===== src/inc/thermal_alert_pkg.sv =====
// Constants and carrier types for the thermal limit and alert logic.
// Assumes a register port driven by a serial-bus front end that is outside this block.
package thermal_alert_pkg;

    // ========================================================================
    // Register pointers, as seen by the bus front end
    // ========================================================================
    localparam logic [7:0] ADDR_CONFIG = 8'h01;
    localparam logic [7:0] ADDR_UPPER = 8'h02;
    localparam logic [7:0] ADDR_LOWER = 8'h03;
    localparam logic [7:0] ADDR_CRIT = 8'h04;
    localparam logic [7:0] ADDR_TEMP = 8'h05;

    // ========================================================================
    // Reset values
    // ========================================================================
    localparam logic [15:0] RST_CONFIG = 16'h0001;
    localparam logic [15:0] RST_LIMIT = 16'h0000;

    // ========================================================================
    // Configuration field positions
    // ========================================================================
    localparam int HYST_LSB = 9;
    localparam int SLEEP_BIT = 8;
    localparam int CRIT_LOCK_BIT = 7;
    localparam int WIN_LOCK_BIT = 6;
    localparam int CLEAR_BIT = 5;
    localparam int PIN_STATE_BIT = 4;
    localparam int ENABLE_BIT = 3;
    localparam int CRIT_ONLY_BIT = 2;
    localparam int POLARITY_BIT = 1;
    localparam int MODE_BIT = 0;

    // ========================================================================
    // Temperature fields: sign at bit 12, quarter degree at bit 2
    // ========================================================================
    localparam int TEMP_MSB = 12;
    localparam int TEMP_LSB = 2;
    localparam int CRIT_FLAG_BIT = 15;
    localparam int UPPER_FLAG_BIT = 14;
    localparam int LOWER_FLAG_BIT = 13;

    // Hysteresis in quarter-degree steps: 0, 1.5, 3 and 6 degrees.
    localparam logic [11:0] HYST_NONE_Q = 12'h000;
    localparam logic [11:0] HYST_1P5_Q = 12'h006;
    localparam logic [11:0] HYST_3_Q = 12'h00C;
    localparam logic [11:0] HYST_6_Q = 12'h018;

    // Resolution codes of the sensor.
    localparam logic [1:0] RES_HALF = 2'h0;
    localparam logic [1:0] RES_QUARTER = 2'h1;
    localparam logic [1:0] RES_EIGHTH = 2'h2;

    // Request from the bus front end; one-cycle strobes.
    typedef struct packed {
        logic wr;
        logic rd;
        logic [7:0] addr;
        logic [15:0] wdata;
    } reg_req_t;

    // One conversion result from the sensor front end.
    typedef struct packed {
        logic valid;
        logic [15:0] value;
    } temp_sample_t;

    // Open-drain alert pin: the level it would drive and its output enable.
    typedef struct packed {
        logic out;
        logic oe;
    } alert_pin_t;

    typedef struct packed {
        logic [15:0] upper;
        logic [15:0] lower;
        logic [15:0] crit;
        logic [1:0] hyst;
        logic sleep_control;
        logic crit_limit_lock;
        logic win_lock;
        logic enable;
        logic crit_only_alert;
        logic alert_polarity;
        logic int_mode;
        logic above_flag;
        logic below_flag;
        logic crit_flag;
        logic int_latch;
        logic [15:0] temp_data;
        logic [15:0] rd_data;
    } alert_state_t;

endpackage : thermal_alert_pkg


===== src/verilog/thermal_limit_alert_logic.sv =====
// Limit registers, configuration, windowed compare with hysteresis and alert pin control.
// Assumes the bus front end gives one-cycle read and write strobes with a register pointer,
// and the sensor front end gives one-cycle sample strobes; all synchronous to sys_clk.
//
// Functional notes
// - Hysteresis code 00 none, 01 1.5, 10 3, 11 6 degrees, on every limit.
// - Above-window alarm sets rising past upper; clears at upper minus hysteresis.
// - Below-window alarm sets below lower minus hysteresis; clears reaching lower.
// - Sleep bit stops conversion, alert events and temperature data updates.
// - Sleep bit cannot be set while any lock is set; clearing always allowed.
// - Register reads and writes keep working while asleep.
// - Critical lock makes critical limit read-only; only reset clears the lock.
// - Window lock makes upper and lower limits read-only until reset.
// - Clear bit releases latched alert; write-only, reads 0, ignored in comparator mode.
// - Read-only status bit shows whether the alert pin is asserted.
// - Enable bit gates the alert; frozen while any lock is set.
// - Critical-only bit limits alert to critical; frozen under window lock.
// - Polarity bit picks the asserted pin level, default low.
// - Mode bit: 0 comparator, 1 interrupt, default interrupt.
// - Limits are two's complement in bits 12 to 2, temperature in bits 12 to 0, sign bit 12.
// - Comparisons use only temperature bits 12 to 2.
// - Data reads show eleven, twelve or thirteen bits at the finer resolutions.
// - Alert on rising above upper and on falling to upper minus hysteresis.
// - Alert on dropping below lower minus hysteresis and on rising back to lower.
// - In comparator mode, critical alert holds until temperature at or below critical minus hysteresis.
// - Hysteresis field sits at configuration bits 10 and 9.
// - Hysteresis field writes ignored while any lock is set.
`timescale 1ns/1ps

module thermal_limit_alert_logic
    import thermal_alert_pkg::*;
(
    input wire logic sys_clk,
    input wire logic rst_n,
    input wire reg_req_t reg_req,
    output logic [15:0] reg_rdata,
    input wire temp_sample_t temp_sample,
    input wire logic [1:0] resolution_select,
    output logic convert_enable,
    input wire logic alert_in,
    output alert_pin_t alert_pin
);

    alert_state_t s_q;
    alert_state_t s_d;

    logic any_lock;
    logic [1:0] hyst_sel;
    logic [11:0] hyst_q;
    logic signed [11:0] t_now;
    logic signed [11:0] up_t;
    logic signed [11:0] lo_t;
    logic signed [11:0] cr_t;
    logic condition;
    logic new_event;
    logic asserted;
    logic [15:0] cfg_view;
    logic [15:0] temp_masked;

    // ========================================================================
    // Helpers
    // ========================================================================

    // Quarter-degree value of bits 12..2, sign extended by one bit for headroom.
    function automatic logic signed [11:0] quarter(input logic [15:0] v);
        quarter = signed'({v[TEMP_MSB], v[TEMP_MSB:TEMP_LSB]});
    endfunction : quarter

    // Limit values are stored with unused bits forced to zero.
    function automatic logic [15:0] limit_bits(input logic [15:0] v);
        limit_bits = {3'h0, v[TEMP_MSB:TEMP_LSB], 2'h0};
    endfunction : limit_bits

    // ========================================================================
    // Decode of the hysteresis field and sample alignment
    // ========================================================================
    assign any_lock = s_q.crit_limit_lock | s_q.win_lock;
    assign hyst_sel = s_q.hyst;

    // Hysteresis magnitude in quarter degrees, applied to all three limits.
    always_comb begin
        case (hyst_sel)
            2'h0: hyst_q = HYST_NONE_Q;
            2'h1: hyst_q = HYST_1P5_Q;
            2'h2: hyst_q = HYST_3_Q;
            default: hyst_q = HYST_6_Q;
        endcase
    end

    assign t_now = quarter(temp_sample.value);
    assign up_t = quarter(s_q.upper);
    assign lo_t = quarter(s_q.lower);
    assign cr_t = quarter(s_q.crit);

    // Data reads hide bits finer than the selected resolution.
    always_comb begin
        case (resolution_select)
            RES_HALF: temp_masked = {s_q.temp_data[15:3], 3'h0};
            RES_QUARTER: temp_masked = {s_q.temp_data[15:2], 2'h0};
            RES_EIGHTH: temp_masked = {s_q.temp_data[15:1], 1'h0};
            default: temp_masked = s_q.temp_data;
        endcase
    end

    // ========================================================================
    // Alert decision
    // ========================================================================

    // Window flags only count when critical-only is off.
    assign condition = s_q.crit_flag |
        (~s_q.crit_only_alert & (s_q.above_flag | s_q.below_flag));

    // Comparator mode follows the condition; interrupt mode shows the latch.
    assign asserted = s_q.enable &
        (s_q.int_mode ? s_q.int_latch : condition);

    // Open drain: drive low when the pin must sit at its low level.
    // An active-high alert is released to the pull-up and held low when idle.
    assign alert_pin.out = 1'b0;
    assign alert_pin.oe = asserted ^ s_q.alert_polarity;

    assign convert_enable = ~s_q.sleep_control;
    assign reg_rdata = s_q.rd_data;

    // Status bit 4 copies the internal asserted signal, not alert_in; clear bit always reads zero.
    always_comb begin
        cfg_view = 16'h0000;
        cfg_view[HYST_LSB +: 2] = s_q.hyst;
        cfg_view[SLEEP_BIT] = s_q.sleep_control;
        cfg_view[CRIT_LOCK_BIT] = s_q.crit_limit_lock;
        cfg_view[WIN_LOCK_BIT] = s_q.win_lock;
        cfg_view[PIN_STATE_BIT] = asserted;
        cfg_view[ENABLE_BIT] = s_q.enable;
        cfg_view[CRIT_ONLY_BIT] = s_q.crit_only_alert;
        cfg_view[POLARITY_BIT] = s_q.alert_polarity;
        cfg_view[MODE_BIT] = s_q.int_mode;
    end

    // ========================================================================
    // Next-state logic
    // ========================================================================

    // Flags move only on a sample while awake; register access never stalls.
    always_comb begin
        s_d = s_q;
        new_event = 1'b0;
        if (temp_sample.valid && !s_q.sleep_control) begin
            s_d.temp_data = {s_q.crit_flag, s_q.above_flag, s_q.below_flag,
                temp_sample.value[TEMP_MSB:0]};
            if (!s_q.above_flag && t_now > up_t) begin
                s_d.above_flag = 1'b1;
            end else if (s_q.above_flag && t_now <= up_t - signed'(hyst_q)) begin
                s_d.above_flag = 1'b0;
            end
            if (!s_q.below_flag && t_now < lo_t - signed'(hyst_q)) begin
                s_d.below_flag = 1'b1;
            end else if (s_q.below_flag && t_now >= lo_t) begin
                s_d.below_flag = 1'b0;
            end
            if (!s_q.crit_flag && t_now > cr_t) begin
                s_d.crit_flag = 1'b1;
            end else if (s_q.crit_flag && t_now <= cr_t - signed'(hyst_q)) begin
                s_d.crit_flag = 1'b0;
            end
            // Status bits in the data word track the freshly computed flags.
            s_d.temp_data[CRIT_FLAG_BIT] = s_d.crit_flag;
            s_d.temp_data[UPPER_FLAG_BIT] = s_d.above_flag;
            s_d.temp_data[LOWER_FLAG_BIT] = s_d.below_flag;
            // Crossing out of or back into a window is an event either way.
            new_event = (s_d.crit_flag != s_q.crit_flag) ||
                (!s_q.crit_only_alert && ((s_d.above_flag != s_q.above_flag) ||
                (s_d.below_flag != s_q.below_flag)));
        end

        // Register writes; the bus keeps working even while asleep.
        if (reg_req.wr) begin
            case (reg_req.addr)
                ADDR_CONFIG: begin
                    if (!any_lock) begin
                        s_d.hyst = reg_req.wdata[HYST_LSB +: 2];
                        s_d.enable = reg_req.wdata[ENABLE_BIT];
                    end
                    if (!reg_req.wdata[SLEEP_BIT] || !any_lock) begin
                        s_d.sleep_control = reg_req.wdata[SLEEP_BIT];
                    end
                    if (!s_q.win_lock) begin
                        s_d.crit_only_alert = reg_req.wdata[CRIT_ONLY_BIT];
                    end
                    // Locks are set-only; only a reset takes them down.
                    s_d.crit_limit_lock = s_q.crit_limit_lock |
                        reg_req.wdata[CRIT_LOCK_BIT];
                    s_d.win_lock = s_q.win_lock | reg_req.wdata[WIN_LOCK_BIT];
                    s_d.alert_polarity = reg_req.wdata[POLARITY_BIT];
                    s_d.int_mode = reg_req.wdata[MODE_BIT];
                    if (reg_req.wdata[CLEAR_BIT] && s_q.int_mode) begin
                        s_d.int_latch = 1'b0;
                    end
                end
                ADDR_UPPER: begin
                    if (!s_q.win_lock) begin
                        s_d.upper = limit_bits(reg_req.wdata);
                    end
                end
                ADDR_LOWER: begin
                    if (!s_q.win_lock) begin
                        s_d.lower = limit_bits(reg_req.wdata);
                    end
                end
                ADDR_CRIT: begin
                    if (!s_q.crit_limit_lock) begin
                        s_d.crit = limit_bits(reg_req.wdata);
                    end
                end
                default: begin
                end
            endcase
        end

        // A new event in the same cycle as a clear wins, so it is never lost.
        if (new_event && s_q.int_mode) begin
            s_d.int_latch = 1'b1;
        end

        // Read data is captured one cycle after the strobe; unmapped reads give zero.
        if (reg_req.rd) begin
            case (reg_req.addr)
                ADDR_CONFIG: s_d.rd_data = cfg_view;
                ADDR_UPPER: s_d.rd_data = s_q.upper;
                ADDR_LOWER: s_d.rd_data = s_q.lower;
                ADDR_CRIT: s_d.rd_data = s_q.crit;
                ADDR_TEMP: s_d.rd_data = temp_masked;
                default: s_d.rd_data = 16'h0000;
            endcase
        end
    end

    // ========================================================================
    // State register
    // ========================================================================

    // Synchronous reset stands in for the internal power-on reset.
    always_ff @(posedge sys_clk) begin
        if (!rst_n) begin
            s_q <= '0;
            s_q.upper <= RST_LIMIT;
            s_q.lower <= RST_LIMIT;
            s_q.crit <= RST_LIMIT;
            s_q.int_mode <= RST_CONFIG[MODE_BIT];
        end else begin
            s_q <= s_d;
        end
    end

endmodule : thermal_limit_alert_logic


===== config.mk =====
export PLATFORM = sky130hd
export DESIGN_NAME = thermal_limit_alert_logic
export DESIGN_NICKNAME = d
export VERILOG_FILES = /design/src/inc/thermal_alert_pkg.sv /design/src/verilog/thermal_limit_alert_logic.sv
export SDC_FILE = /design/constraint.sdc
export NUM_CORES = 1
export LEC_CHECK = 0
export BUFFER_PORTS_ARGS = -buffer_cell sky130_fd_sc_hd__buf_2
export CORE_MARGIN = 2
export CORE_UTILIZATION = 55
export DETAILED_ROUTE_END_ITERATION = 16
export GPL_ROUTABILITY_DRIVEN = 0
export HOLD_SLACK_MARGIN = 0.15
export PLACE_DENSITY = 0.76
export SYNTH_ARGS = -nofsm -noshare
export SYNTH_HDL_FRONTEND = slang
export SYNTH_SLANG_ARGS = --single-unit

===== constraint.sdc =====
create_clock -name sys_clk -period 5.65 [get_ports sys_clk]
set_clock_uncertainty 0.1 [all_clocks]
set_input_delay 0 -clock sys_clk [delete_from_list [all_inputs] [get_ports sys_clk]]
set_output_delay 0 -clock sys_clk [all_outputs]
set_load 0.01 [all_outputs]

==> flow_summary.ini, run 1 <==
[placement]
post-place-ws_ns = 1.41
dp.cells = 819
io_buffer_count = 58
dp_hpwl_um = 12300

[clock_tree]
clk_latency_ns = 0.36
htree_levels = 3
cts.clk_slew.worst_paths_ns = 0.07
cts_tree = built
cts_buffers = 9
ctsRootBufferMaster = clkbuf_8
clockBufferDepth = 2
post_cts_resized = 0
clock_sinks = 75

[critical_path]
crit_arrival_ns = 4.47
worstSetupStartpointType = flop
ff2ff_path_depth = 16
worstPathMaxFanout = 5
critPathCaptureType = flop
r2r-end = s_q[29]$_SDFFE_PN0P_
criticalPathCategory = reg2reg
ff2ff_setup_slack_ns = 1.36
worstReg2RegStart = hyst_sel[1]$_SDFFE_PN0P_
cp.required_ns = 5.83

[cells_and_area]
layout-area-overhead-vs-synth_pct = 16.5
mostFrequentLayoutCells = 80 x ha_1, 75 x dfxtp_1, 58 x buf_2
multi_input_area_sq_um = 3890
fillers = 825
seqCellArea_sq_um = 1500
fin_nets = 874
n_antenna_cell = 0
final_cells = 883
utilization = 0.657
final_common_cell = ha_1
layout-drive-gt1-share = 0.124

[timing]
min_period_over_period = 0.760
fmax_ghz = 0.233
min_period_ns = 4.29
setup_viol = 0
finalHoldViolations = 0
setup_ws_ns = 1.36
worstMarginPinSlew_ns = 1.07
rsz0062_at_grt = false
final-max-slew-violation-count = 0
fin_setup_tns_ns = 0
timing.hold.ws_ns = 0.191
slew_headroom = 0.290

[power]
sw_frac_of_total = 0.266
power-per-cell-area_nw_per_um2 = 173
clkPwrFrac = 0.366
p_seq_frac = 0.471
p_int_w = 0.000855
leakage_nw = 2.70
p_comb_frac = 0.163
netSwitchingPower_w = 0.000310
power.ir.vdd_worst_mv = 0.195

[worst_hold_path]
hold_path.class = in2reg
hold_depth = 5
min_from = reg_req[22]
whs_endpoint = reg_rdata[3]$_SDFFE_PN0P_

[logic_synthesis]
ys_ff_latch = 75
ys_warn_count = 0
synthFlopType = dfxtp_1
synth-edff-count = 0
syn_inst = 663
syn_nets = 794
ys_types = 64
syn_avg_cell_area_sq_um = 8.74
ys_seq_area_frac = 0.259
synthesis.area_sq_um = 5790
synthArstFlopShare = 0

[route]
drt-pass1-iter-count = 6
wl_per_cell_um = 19.1
routed_wl_um = 16900
top_layer_used = met4
wl_met3_um = 1300
drc_errors = 0
met1Wirelength_um = 6820
vias = 5399
ant_nets = 0
drt_iter0_drc = 431
vias_per_cell = 6.11
route.met2.wl_um = 7940

[grt]
grt_pass1_vias = 5251
track_usage = 0.303
grt_overflow_total = 0
grt_max_degree = 77
antenna_found_initial = 0
grt_pass1_wl_um = 26400

[floorplanning]
die-area_sq_um = 11400
ioPinCount = 67
rows = 37
coreArea_sq_um = 10300
start_util = 0.564
dieWidth_um = 107
fp.dieH_um = 107

[job]
maxCapViolations = 0

[run_status]
status = completed
## flip-flops by register name, summed over array words and instances (netlist names)
| signal | count |
|---|---|
| s_q | 28 |
| reg_rdata | 16 |
| cr_t | 11 |
| lo_t | 11 |
| cfg_view | 7 |
| hyst_sel | 2 |
## per-stage QoR
stage	power [W]	instance area, sq um
after CTS	0.00116	6750
after global routing	0.00121	6750
after global placement	0.000714	6050
after floorplan	0.000661	5790
after detailed placement	0.000723	6050
final	0.00117	6750
## critical path, stage by stage, from the launching register on
cell	delay, ns
dfxtp_1	0.33
inv_1	0.20
ha_1	0.29
ha_1	0.21
inv_1	0.06
fa_1	0.39
a21o_1	0.18
a21oi_1	0.25
and3_1	0.27
nand3_1	0.11
xnor2_1	0.14
ha_1	0.30
a21o_1	0.18
a2111oi_0	0.40
o22ai_1	0.20
or3_1	0.38
a41oi_1	0.22
## metal layers
metal,up-vias,track usage
met4,0,0.169
met1,2579,0.371
li1,2537,-
met2,220,0.499
met3,63,0.0602
met5,-,0
## logic make-up after synthesis
group	Yosys count	share of synthesized area
simple gates	193	0.192
compound gates	157	0.185
buf+inv	88	0.0696
fa+ha+maj	83	0.183
flops	75	0.259
mux	42	0.0739
xor+xnor	24	0.0363
other cells	1	0.000647
## cells in the mapped netlist (5+ instances only)
master,n,area share
mux2i_1,36,0.062
nand2_1,44,0.029
inv_1,47,0.030
a31oi_1,10,0.011
nand4_1,11,0.012
o21a_1,11,0.014
nor3_1,8,0.0069
nand2b_1,8,0.0086
a21boi_0,22,0.029
xnor2_1,20,0.030
ha_1,80,0.17
dfxtp_1,75,0.26
a21o_1,5,0.0065
and3_1,9,0.0097
nor2b_1,57,0.062
nor2_1,12,0.0078
a22oi_1,15,0.019
a21oi_1,27,0.023
nand3_1,15,0.013
a211oi_1,6,0.0078
o21ai_0,26,0.022
mux2_2,6,0.012
buf_4,18,0.023
o211ai_1,7,0.0091
clkbuf_1,16,0.010
## area by class of cell
cell class	count	share of cell area
Multi-Input combinational cell	500	0.577
Tap cell	136	0.0252
Timing Repair Buffer	110	0.119
Clock inverter	3	0.00705
Inverter	47	0.0261
Clock buffer	12	0.0230
Sequential cell	75	0.223
## worst max-delay path by stage
stage / start / to / slack [ns] / depth (start not counted)
4_1_cts: hyst_sel[1]$_SDFFE_PN0P_ / s_q[29]$_SDFFE_PN0P_ / 1.41 / 16
2_1_floorplan: hyst_sel[1]$_SDFFE_PN0P_ / s_q[29]$_SDFFE_PN0P_ / 1.99 / 16
6_report: hyst_sel[1]$_SDFFE_PN0P_ / s_q[29]$_SDFFE_PN0P_ / 1.36 / 16
5_1_grt: hyst_sel[1]$_SDFFE_PN0P_ / s_q[29]$_SDFFE_PN0P_ / 1.06 / 16
3_3_place_gp: hyst_sel[1]$_SDFFE_PN0P_ / s_q[29]$_SDFFE_PN0P_ / 1.56 / 16
3_5_place_dp: hyst_sel[1]$_SDFFE_PN0P_ / s_q[29]$_SDFFE_PN0P_ / 1.41 / 16
## power by group through the flow
stage / Sequential (W) / Clock [W] / Combinational (W)
after floorplan: 0.000556 / 0 / 0.000104
after global placement: 0.000560 / 0 / 0.000155
after detailed placement: 0.000560 / 0 / 0.000163
after CTS: 0.000548 / 0.000429 / 0.000186
after global routing: 0.000549 / 0.000450 / 0.000210
final: 0.000549 / 0.000426 / 0.000191
## what timing repair did
item,in CTS,in global routing
hold endpoints to repair,73,0
setup buffers,0,0
setup endpoints to repair,0,0
hold buffers,49,0
Note: power is estimated with default switching activity, not from simulation.
==> run 2, diff against run 1 <==
--- a/config.mk
+++ b/config.mk
@@ -5,6 +5,7 @@
 export SDC_FILE = /design/constraint.sdc
 export NUM_CORES = 1
 export LEC_CHECK = 0
+export ABC_AREA = 1
 export BUFFER_PORTS_ARGS = -buffer_cell sky130_fd_sc_hd__buf_2
 export CORE_MARGIN = 2
 export CORE_UTILIZATION = 55
==> constraint.sdc (replaced) <==
create_clock -name sys_clk -period 4.2 [get_ports sys_clk]
set_clock_uncertainty 0.1 [all_clocks]
set_input_delay 0 -clock sys_clk [delete_from_list [all_inputs] [get_ports sys_clk]]
set_output_delay 0 -clock sys_clk [all_outputs]
set_load 0.01 [all_outputs]
==> run 2 against run 1 <==
Area after synthesis fell by 2.6%. Clock power rose by 50%. Maximum frequency rose by 13%. Sequential cell count did not move. Design area fell by 2.4%. First-iteration DRC count fell by 13%. Largest cell class unchanged. Count of clock-buffer cells in the layout fell by 2. Final cell count rose by 13%. Via count rose by 3.4%.
==> flow_summary.ini, run 2 <==
[floorplanning]
ioPinCount = 67
fp.dieH_um = 105
dieWidth_um = 105
coreArea_sq_um = 9860
start_util = 0.572
die-area_sq_um = 11100
rows = 36

[timing]
fmax_ghz = 0.262
min_period_ns = 3.81
rsz0062_at_grt = false
finalHoldViolations = 0
setup_viol = 0
setup_ws_ns = 0.390
timing.hold.ws_ns = 0.214
worstMarginPinSlew_ns = 1.08
min_period_over_period = 0.907
final-max-slew-violation-count = 0
fin_setup_tns_ns = 0
slew_headroom = 0.273

[logic_synthesis]
synthArstFlopShare = 0
yosys-top-cells-area = dfxtp_1 27%, ha_1 18%, inv_1 8.0%, nand2_1 7.8%, a21oi_1 7.0%
synthFlopType = dfxtp_1
ys_top_cells_by_count = 120 x inv_1, 118 x nand2_1, 80 x ha_1
ys_ff_latch = 75
synthesis.area_sq_um = 5640
syn_nets = 913
ys_types = 43
synth_most_common_cell = inv_1
ys_warn_count = 0
syn_avg_cell_area_sq_um = 7.22
synth-edff-count = 0
ys_seq_area_frac = 0.266
synth_top_cell_by_area = dfxtp_1
synth_top_area_frac = 0.266
syn_inst = 782

[critical_path]
critPathCaptureType = flop
worstReg2RegStart = hyst_sel[1]$_SDFFE_PN0P_
criticalPathCategory = reg2reg
crit_arrival_ns = 4.00
worstSetupStartpointType = flop
worstPathMaxFanout = 5
cp.required_ns = 4.39
ff2ff_path_depth = 25
r2r-end = s_q[32]$_SDFFE_PN0P_
ff2ff_setup_slack_ns = 0.39

[cells_and_area]
mostFrequentLayoutCells = 119 x inv_1, 118 x nand2_1, 79 x a21oi_1, 79 x ha_1, 74 x dfxtp_1
final_common_cell = inv_1
largest_reg_flops = 28
fillers = 831
top_register = s_q
n_antenna_cell = 0
layout-area-overhead-vs-synth_pct = 16.8
layout-drive-gt1-share = 0.116
fin_nets = 989

[route]
drc_errors = 0
vias = 5581
routed_wl_um = 16100
vias_per_cell = 5.60
drt_iter0_drc = 374
ant_nets = 0
wl_per_cell_um = 16.1
drt-pass1-iter-count = 5

[clock_tree]
cts.clk_slew.worst_paths_ns = 0.09
clock_sinks = 75
htree_levels = 3
cts_tree = built
clk_latency_ns = 0.37
ctsRootBufferMaster = clkbuf_8
clockBufferDepth = 2
post-cts-setup-buffers = 0
cts_buffers = 9

[power]
leakage_nw = 2.91
p_total_w = 0.00164
power.ir.vdd_worst_mv = 0.248
power-per-cell-area_nw_per_um2 = 249

[worst_hold_path]
hold_depth = 3
min_from = temp_sample[16]
hold_path.class = in2reg
whs_endpoint = s_q[19]$_SDFFE_PN0P_

[grt]
track_usage = 0.294
grt_max_degree = 50
grt_overflow_total = 0
grt_pass1_vias = 5295
grt_pass1_wl_um = 25600
antenna_found_initial = 0

[job]
maxCapViolations = 0

[run_status]
status = completed

[placement]
post-place-ws_ns = 0.196
io_buffer_count = 58
dp_hpwl_um = 12200
==> run 2: repair_timing <==
| action | CTS | global route |
|---|---|---|
| endpoints found under the hold margin | 75 | 0 |
| resized for setup | 0 | 8 |
| hold buffers | 43 | 0 |
| setup endpoints to repair | 0 | 2 |
==> run 2: cell families (layout without fill, tap and decap cells) <==
family | after synthesis | count (layout) | share of synthesized area
adders and majority gates | 83 | 83 | 0.188
DFF | 75 | 75 | 0.266
and+or+nand+nor | 222 | 222 | 0.170
xor gates and xnor gates | 23 | 23 | 0.0357
AOI/OAI and AO/OA | 217 | 217 | 0.219
buffers and inverters | 161 | 242 | 0.121
other | 1 | 1 | 0.000665
==> run 2: area by class of cell <==
cell class / count / area (sq um) / share of cell area
well taps: 133 / 166 / 0.0253
clock buffers: 10 / 128 / 0.0194
inverters: 123 / 462 / 0.0701
repair buffers: 103 / 736 / 0.112
clock inverters: 6 / 93.8 / 0.0142
multi-input cells: 546 / 3500 / 0.531
flip-flops and latches: 75 / 1500 / 0.228
==> run 2: metal layers <==
layer  up-vias  global-route usage  share of wire
li1       2784                   -              -
met1      2535               0.377           0.43
met2       227               0.491           0.47
met3        35              0.0501          0.072
met4         0               0.116          0.027
met5         -                   0              0
==> run 2: worst max-delay path: stages (launching register included) <==
cell	delay [ns]
dfxtp_2	0.37
inv_2	0.08
ha_4	0.31
ha_1	0.24
nand2_1	0.06
nor2_1	0.04
a211oi_2	0.22
inv_1	0.09
a211oi_2	0.32
nand2_1	0.11
nor2_2	0.13
nand3_1	0.09
xor2_1	0.16
ha_1	0.32
nand4_1	0.16
nor2_1	0.14
nand2_1	0.09
nand3_1	0.08
nand2_1	0.05
nand3_1	0.08
nand2_1	0.05
nand2_1	0.10
nand2_1	0.06
nand2_1	0.11
nand2_1	0.06
a21oi_1	0.11
==> run 2: through the flow <==
stage	util	instances	area, sq um
floorplan	-	782	5640
global placement	0.599	937	5910
detailed placement	0.599	937	5910
CTS	0.665	996	6560
global route	0.668	996	6590
finish	0.668	996	6590
==> run 2: how the worst max path moves through the flow <==
stage | start | to
4_1_cts | hyst_sel[1]$_SDFFE_PN0P_ | s_q[32]$_SDFFE_PN0P_
3_3_place_gp | hyst_sel[1]$_SDFFE_PN0P_ | s_q[32]$_SDFFE_PN0P_
3_5_place_dp | hyst_sel[1]$_SDFFE_PN0P_ | s_q[32]$_SDFFE_PN0P_
5_1_grt | hyst_sel[0]$_SDFFE_PN0P_ | s_q[32]$_SDFFE_PN0P_
2_1_floorplan | hyst_sel[1]$_SDFFE_PN0P_ | s_q[32]$_SDFFE_PN0P_
6_report | hyst_sel[1]$_SDFFE_PN0P_ | s_q[32]$_SDFFE_PN0P_
==> run 2: power breakdown <==
part	switching, W	leakage, nW	total, W	internal (W)
Clock	0.000298	0.108	0.000640	0.000341
Sequential	0.0000129	0.611	0.000742	0.000729
Combinational	0.000149	2.19	0.000257	0.000108
Total	0.000460	2.91	0.00164	0.00118
==> run 3, diff against run 2 <==
--- a/config.mk
+++ b/config.mk
@@ -5,7 +5,6 @@
 export SDC_FILE = /design/constraint.sdc
 export NUM_CORES = 1
 export LEC_CHECK = 0
-export ABC_AREA = 1
 export BUFFER_PORTS_ARGS = -buffer_cell sky130_fd_sc_hd__buf_2
 export CORE_MARGIN = 2
 export CORE_UTILIZATION = 55
==> run 3 against run 2 <==
Via count fell by 4.6%. Global-route usage is 1.0 points higher. Power is 5.0% lower. Core utilization is 1.5 points lower. First-iteration DRC count grew 22%. Critical path depth down 10. Critical path type unchanged. Highest routed layer unchanged.
==> flow_summary.ini, run 3 (synthesis results as in run 1) <==
[power]
leakage_nw = 2.68
power-per-cell-area_nw_per_um2 = 232
power.ir.vdd_worst_mv = 0.195

[cells_and_area]
top_register = s_q
fillers = 852
largest_reg_flops = 28
multi_input_area_sq_um = 3910
mostFrequentLayoutCells = 80 x ha_1, 75 x dfxtp_1, 58 x buf_2
layout-drive-gt1-share = 0.132
utilization = 0.653
layout-area-overhead-vs-synth_pct = 15.9
final_common_cell = ha_1
n_antenna_cell = 0
fin_nets = 870
seqCellArea_sq_um = 1500

[critical_path]
criticalPathCategory = reg2reg
critPathTopFamily = compound AO/OA/AOI/OAI gates
crit_arrival_ns = 4.14
critPathCaptureType = flop
r2r-end = s_q[29]$_SDFFE_PN0P_
worstPathMaxFanout = 4
path_common_cell = ha_1
cp.required_ns = 4.37
crit_chain = ha_1 -> ha_1 -> inv_1 -> fa_1 -> a21o_1 -> a21oi_2 -> and3_1 -> nand3_1 -> xnor2_1 -> ha_1 -> a21o_1 -> a2111oi_1 -> o22ai_1 -> or3_1 -> a41oi_1
worstReg2RegStart = hyst_sel[0]$_SDFFE_PN0P_
worstSetupStartpointType = flop
critPathBufInv = 1
crit_path_max_incr_delay_ns = 0.40
crit_slowest_cell = fa_1
ff2ff_path_depth = 15
ff2ff_setup_slack_ns = 0.23

[grt]
antenna_found_initial = 0
grt_pass1_vias = 5250
grt_pass1_wl_um = 26700
grt_overflow_total = 0
grt_max_degree = 77
track_usage = 0.305

[floorplanning]
rows = 37
start_util = 0.564
fp.dieH_um = 107
dieWidth_um = 107
die-area_sq_um = 11400
ioPinCount = 67
coreArea_sq_um = 10300

[route]
routed_wl_um = 16800
vias_per_cell = 6.05
wl_per_cell_um = 19.1
vias = 5322
ant_nets = 0
drt-pass1-iter-count = 5
drt_iter0_drc = 457
drc_errors = 0

[clock_tree]
post-cts-setup-buffers = 0
clk_latency_ns = 0.35
clock_sinks = 75
htree_levels = 3
clockBufferDepth = 2
cts_buffers = 9
ctsRootBufferMaster = clkbuf_8
cts_tree = built
cts.clk_slew.worst_paths_ns = 0.08

[timing]
finalHoldViolations = 0
min_period_ns = 3.97
min_period_over_period = 0.945
fmax_ghz = 0.252
slew_headroom = 0.307
final-max-slew-violation-count = 0
worstMarginPinSlew_ns = 1.04
rsz0062_at_grt = false
setup_viol = 0
fin_setup_tns_ns = 0

[placement]
dp_hpwl_um = 12400
io_buffer_count = 58

[run_status]
status = completed

[worst_hold_path]
hold_depth = 5
min_from = reg_req[22]
hold_path.class = in2reg
whs_endpoint = reg_rdata[3]$_SDFFE_PN0P_

[job]
maxCapViolations = 0
[run 3: changes by cell type in the layout (fill, tap and decap cells not counted), moves of 11 or more]
cell,before,now
nor2_1,50,12
inv_1,119,47
xor2_1,22,4
xnor2_1,1,20
a21oi_1,79,26
o21ai_0,71,26
a21boi_0,0,21
nor2b_1,0,57
mux2i_1,0,36
nand2_1,118,44
o22ai_1,14,3
[run 3: power breakdown]
part           internal (W)  switching (W)  total, W  leakage [nW]
logic              0.000117       0.000133  0.000250          1.98
registers          0.000725      0.0000132  0.000738         0.609
clock network      0.000293       0.000275  0.000568        0.0922
[run 3: how the worst max path moves through the flow]
stage                                   from              endpoint  depth (start not counted)
finish              hyst_sel[0]$_SDFFE_PN0P_  s_q[29]$_SDFFE_PN0P_                         15
global route        hyst_sel[1]$_SDFFE_PN0P_  s_q[32]$_SDFFE_PN0P_                         15
CTS                 hyst_sel[1]$_SDFFE_PN0P_  s_q[32]$_SDFFE_PN0P_                         16
detailed placement  hyst_sel[1]$_SDFFE_PN0P_  s_q[32]$_SDFFE_PN0P_                         16
global placement    hyst_sel[0]$_SDFFE_PN0P_  s_q[29]$_SDFFE_PN0P_                         15
floorplan           hyst_sel[1]$_SDFFE_PN0P_  s_q[29]$_SDFFE_PN0P_                         16
[run 3: repair_timing]
item,4_1_cts,5_1_grt
endpoints found under the hold margin,71,0
endpoints found under the setup margin,0,3
hold buffers,43,0
gates resized for setup,0,5
[run 3: worst register-to-register path: cells and delay by family (launching register included)]
| kind | cells | cell delay, ns |
|---|---|---|
| flip-flops | 1 | 0.39 |
| buffers and inverters | 1 | 0.07 |
| AO/OA/AOI/OAI | 6 | 1.30 |
| adder cells (fa/ha/maj) | 4 | 1.15 |
| AND/OR/NAND/NOR | 3 | 0.75 |
| XOR/XNOR | 1 | 0.14 |
[run 3: routing by layer]
layer	vias up	global-route usage	share of wire
met4	0	0.135	0.039
met2	243	0.515	0.47
li1	2527	-	-
met1	2496	0.384	0.40
met5	-	0	0
met3	56	0.0456	0.083
[run 3: final cells by class]
class / count / area share
repair buffers: 106 / 0.113
well taps: 136 / 0.0253
inverters: 47 / 0.0263
clock buffers: 11 / 0.0211
multi-input cells: 500 / 0.582
clock inverters: 5 / 0.00913
flip-flops and latches: 75 / 0.224
[run 3: metrics by stage]
| step | total power (W) | cells | instance area (sq um) | setup WS [ns] | hold WS [ns] |
|---|---|---|---|---|---|
| after floorplan | 0.000889 | 663 | 5790 | 0.542 | 0.0242 |
| after global placement | 0.000960 | 821 | 6070 | 0.287 | 0.129 |
| after detailed placement | 0.000972 | 821 | 6070 | 0.185 | 0.129 |
| after CTS | 0.00155 | 880 | 6700 | 0.178 | 0.158 |
| after global routing | 0.00162 | 880 | 6710 | 0.0258 | 0.191 |
| final | 0.00156 | 880 | 6710 | 0.231 | 0.187 |
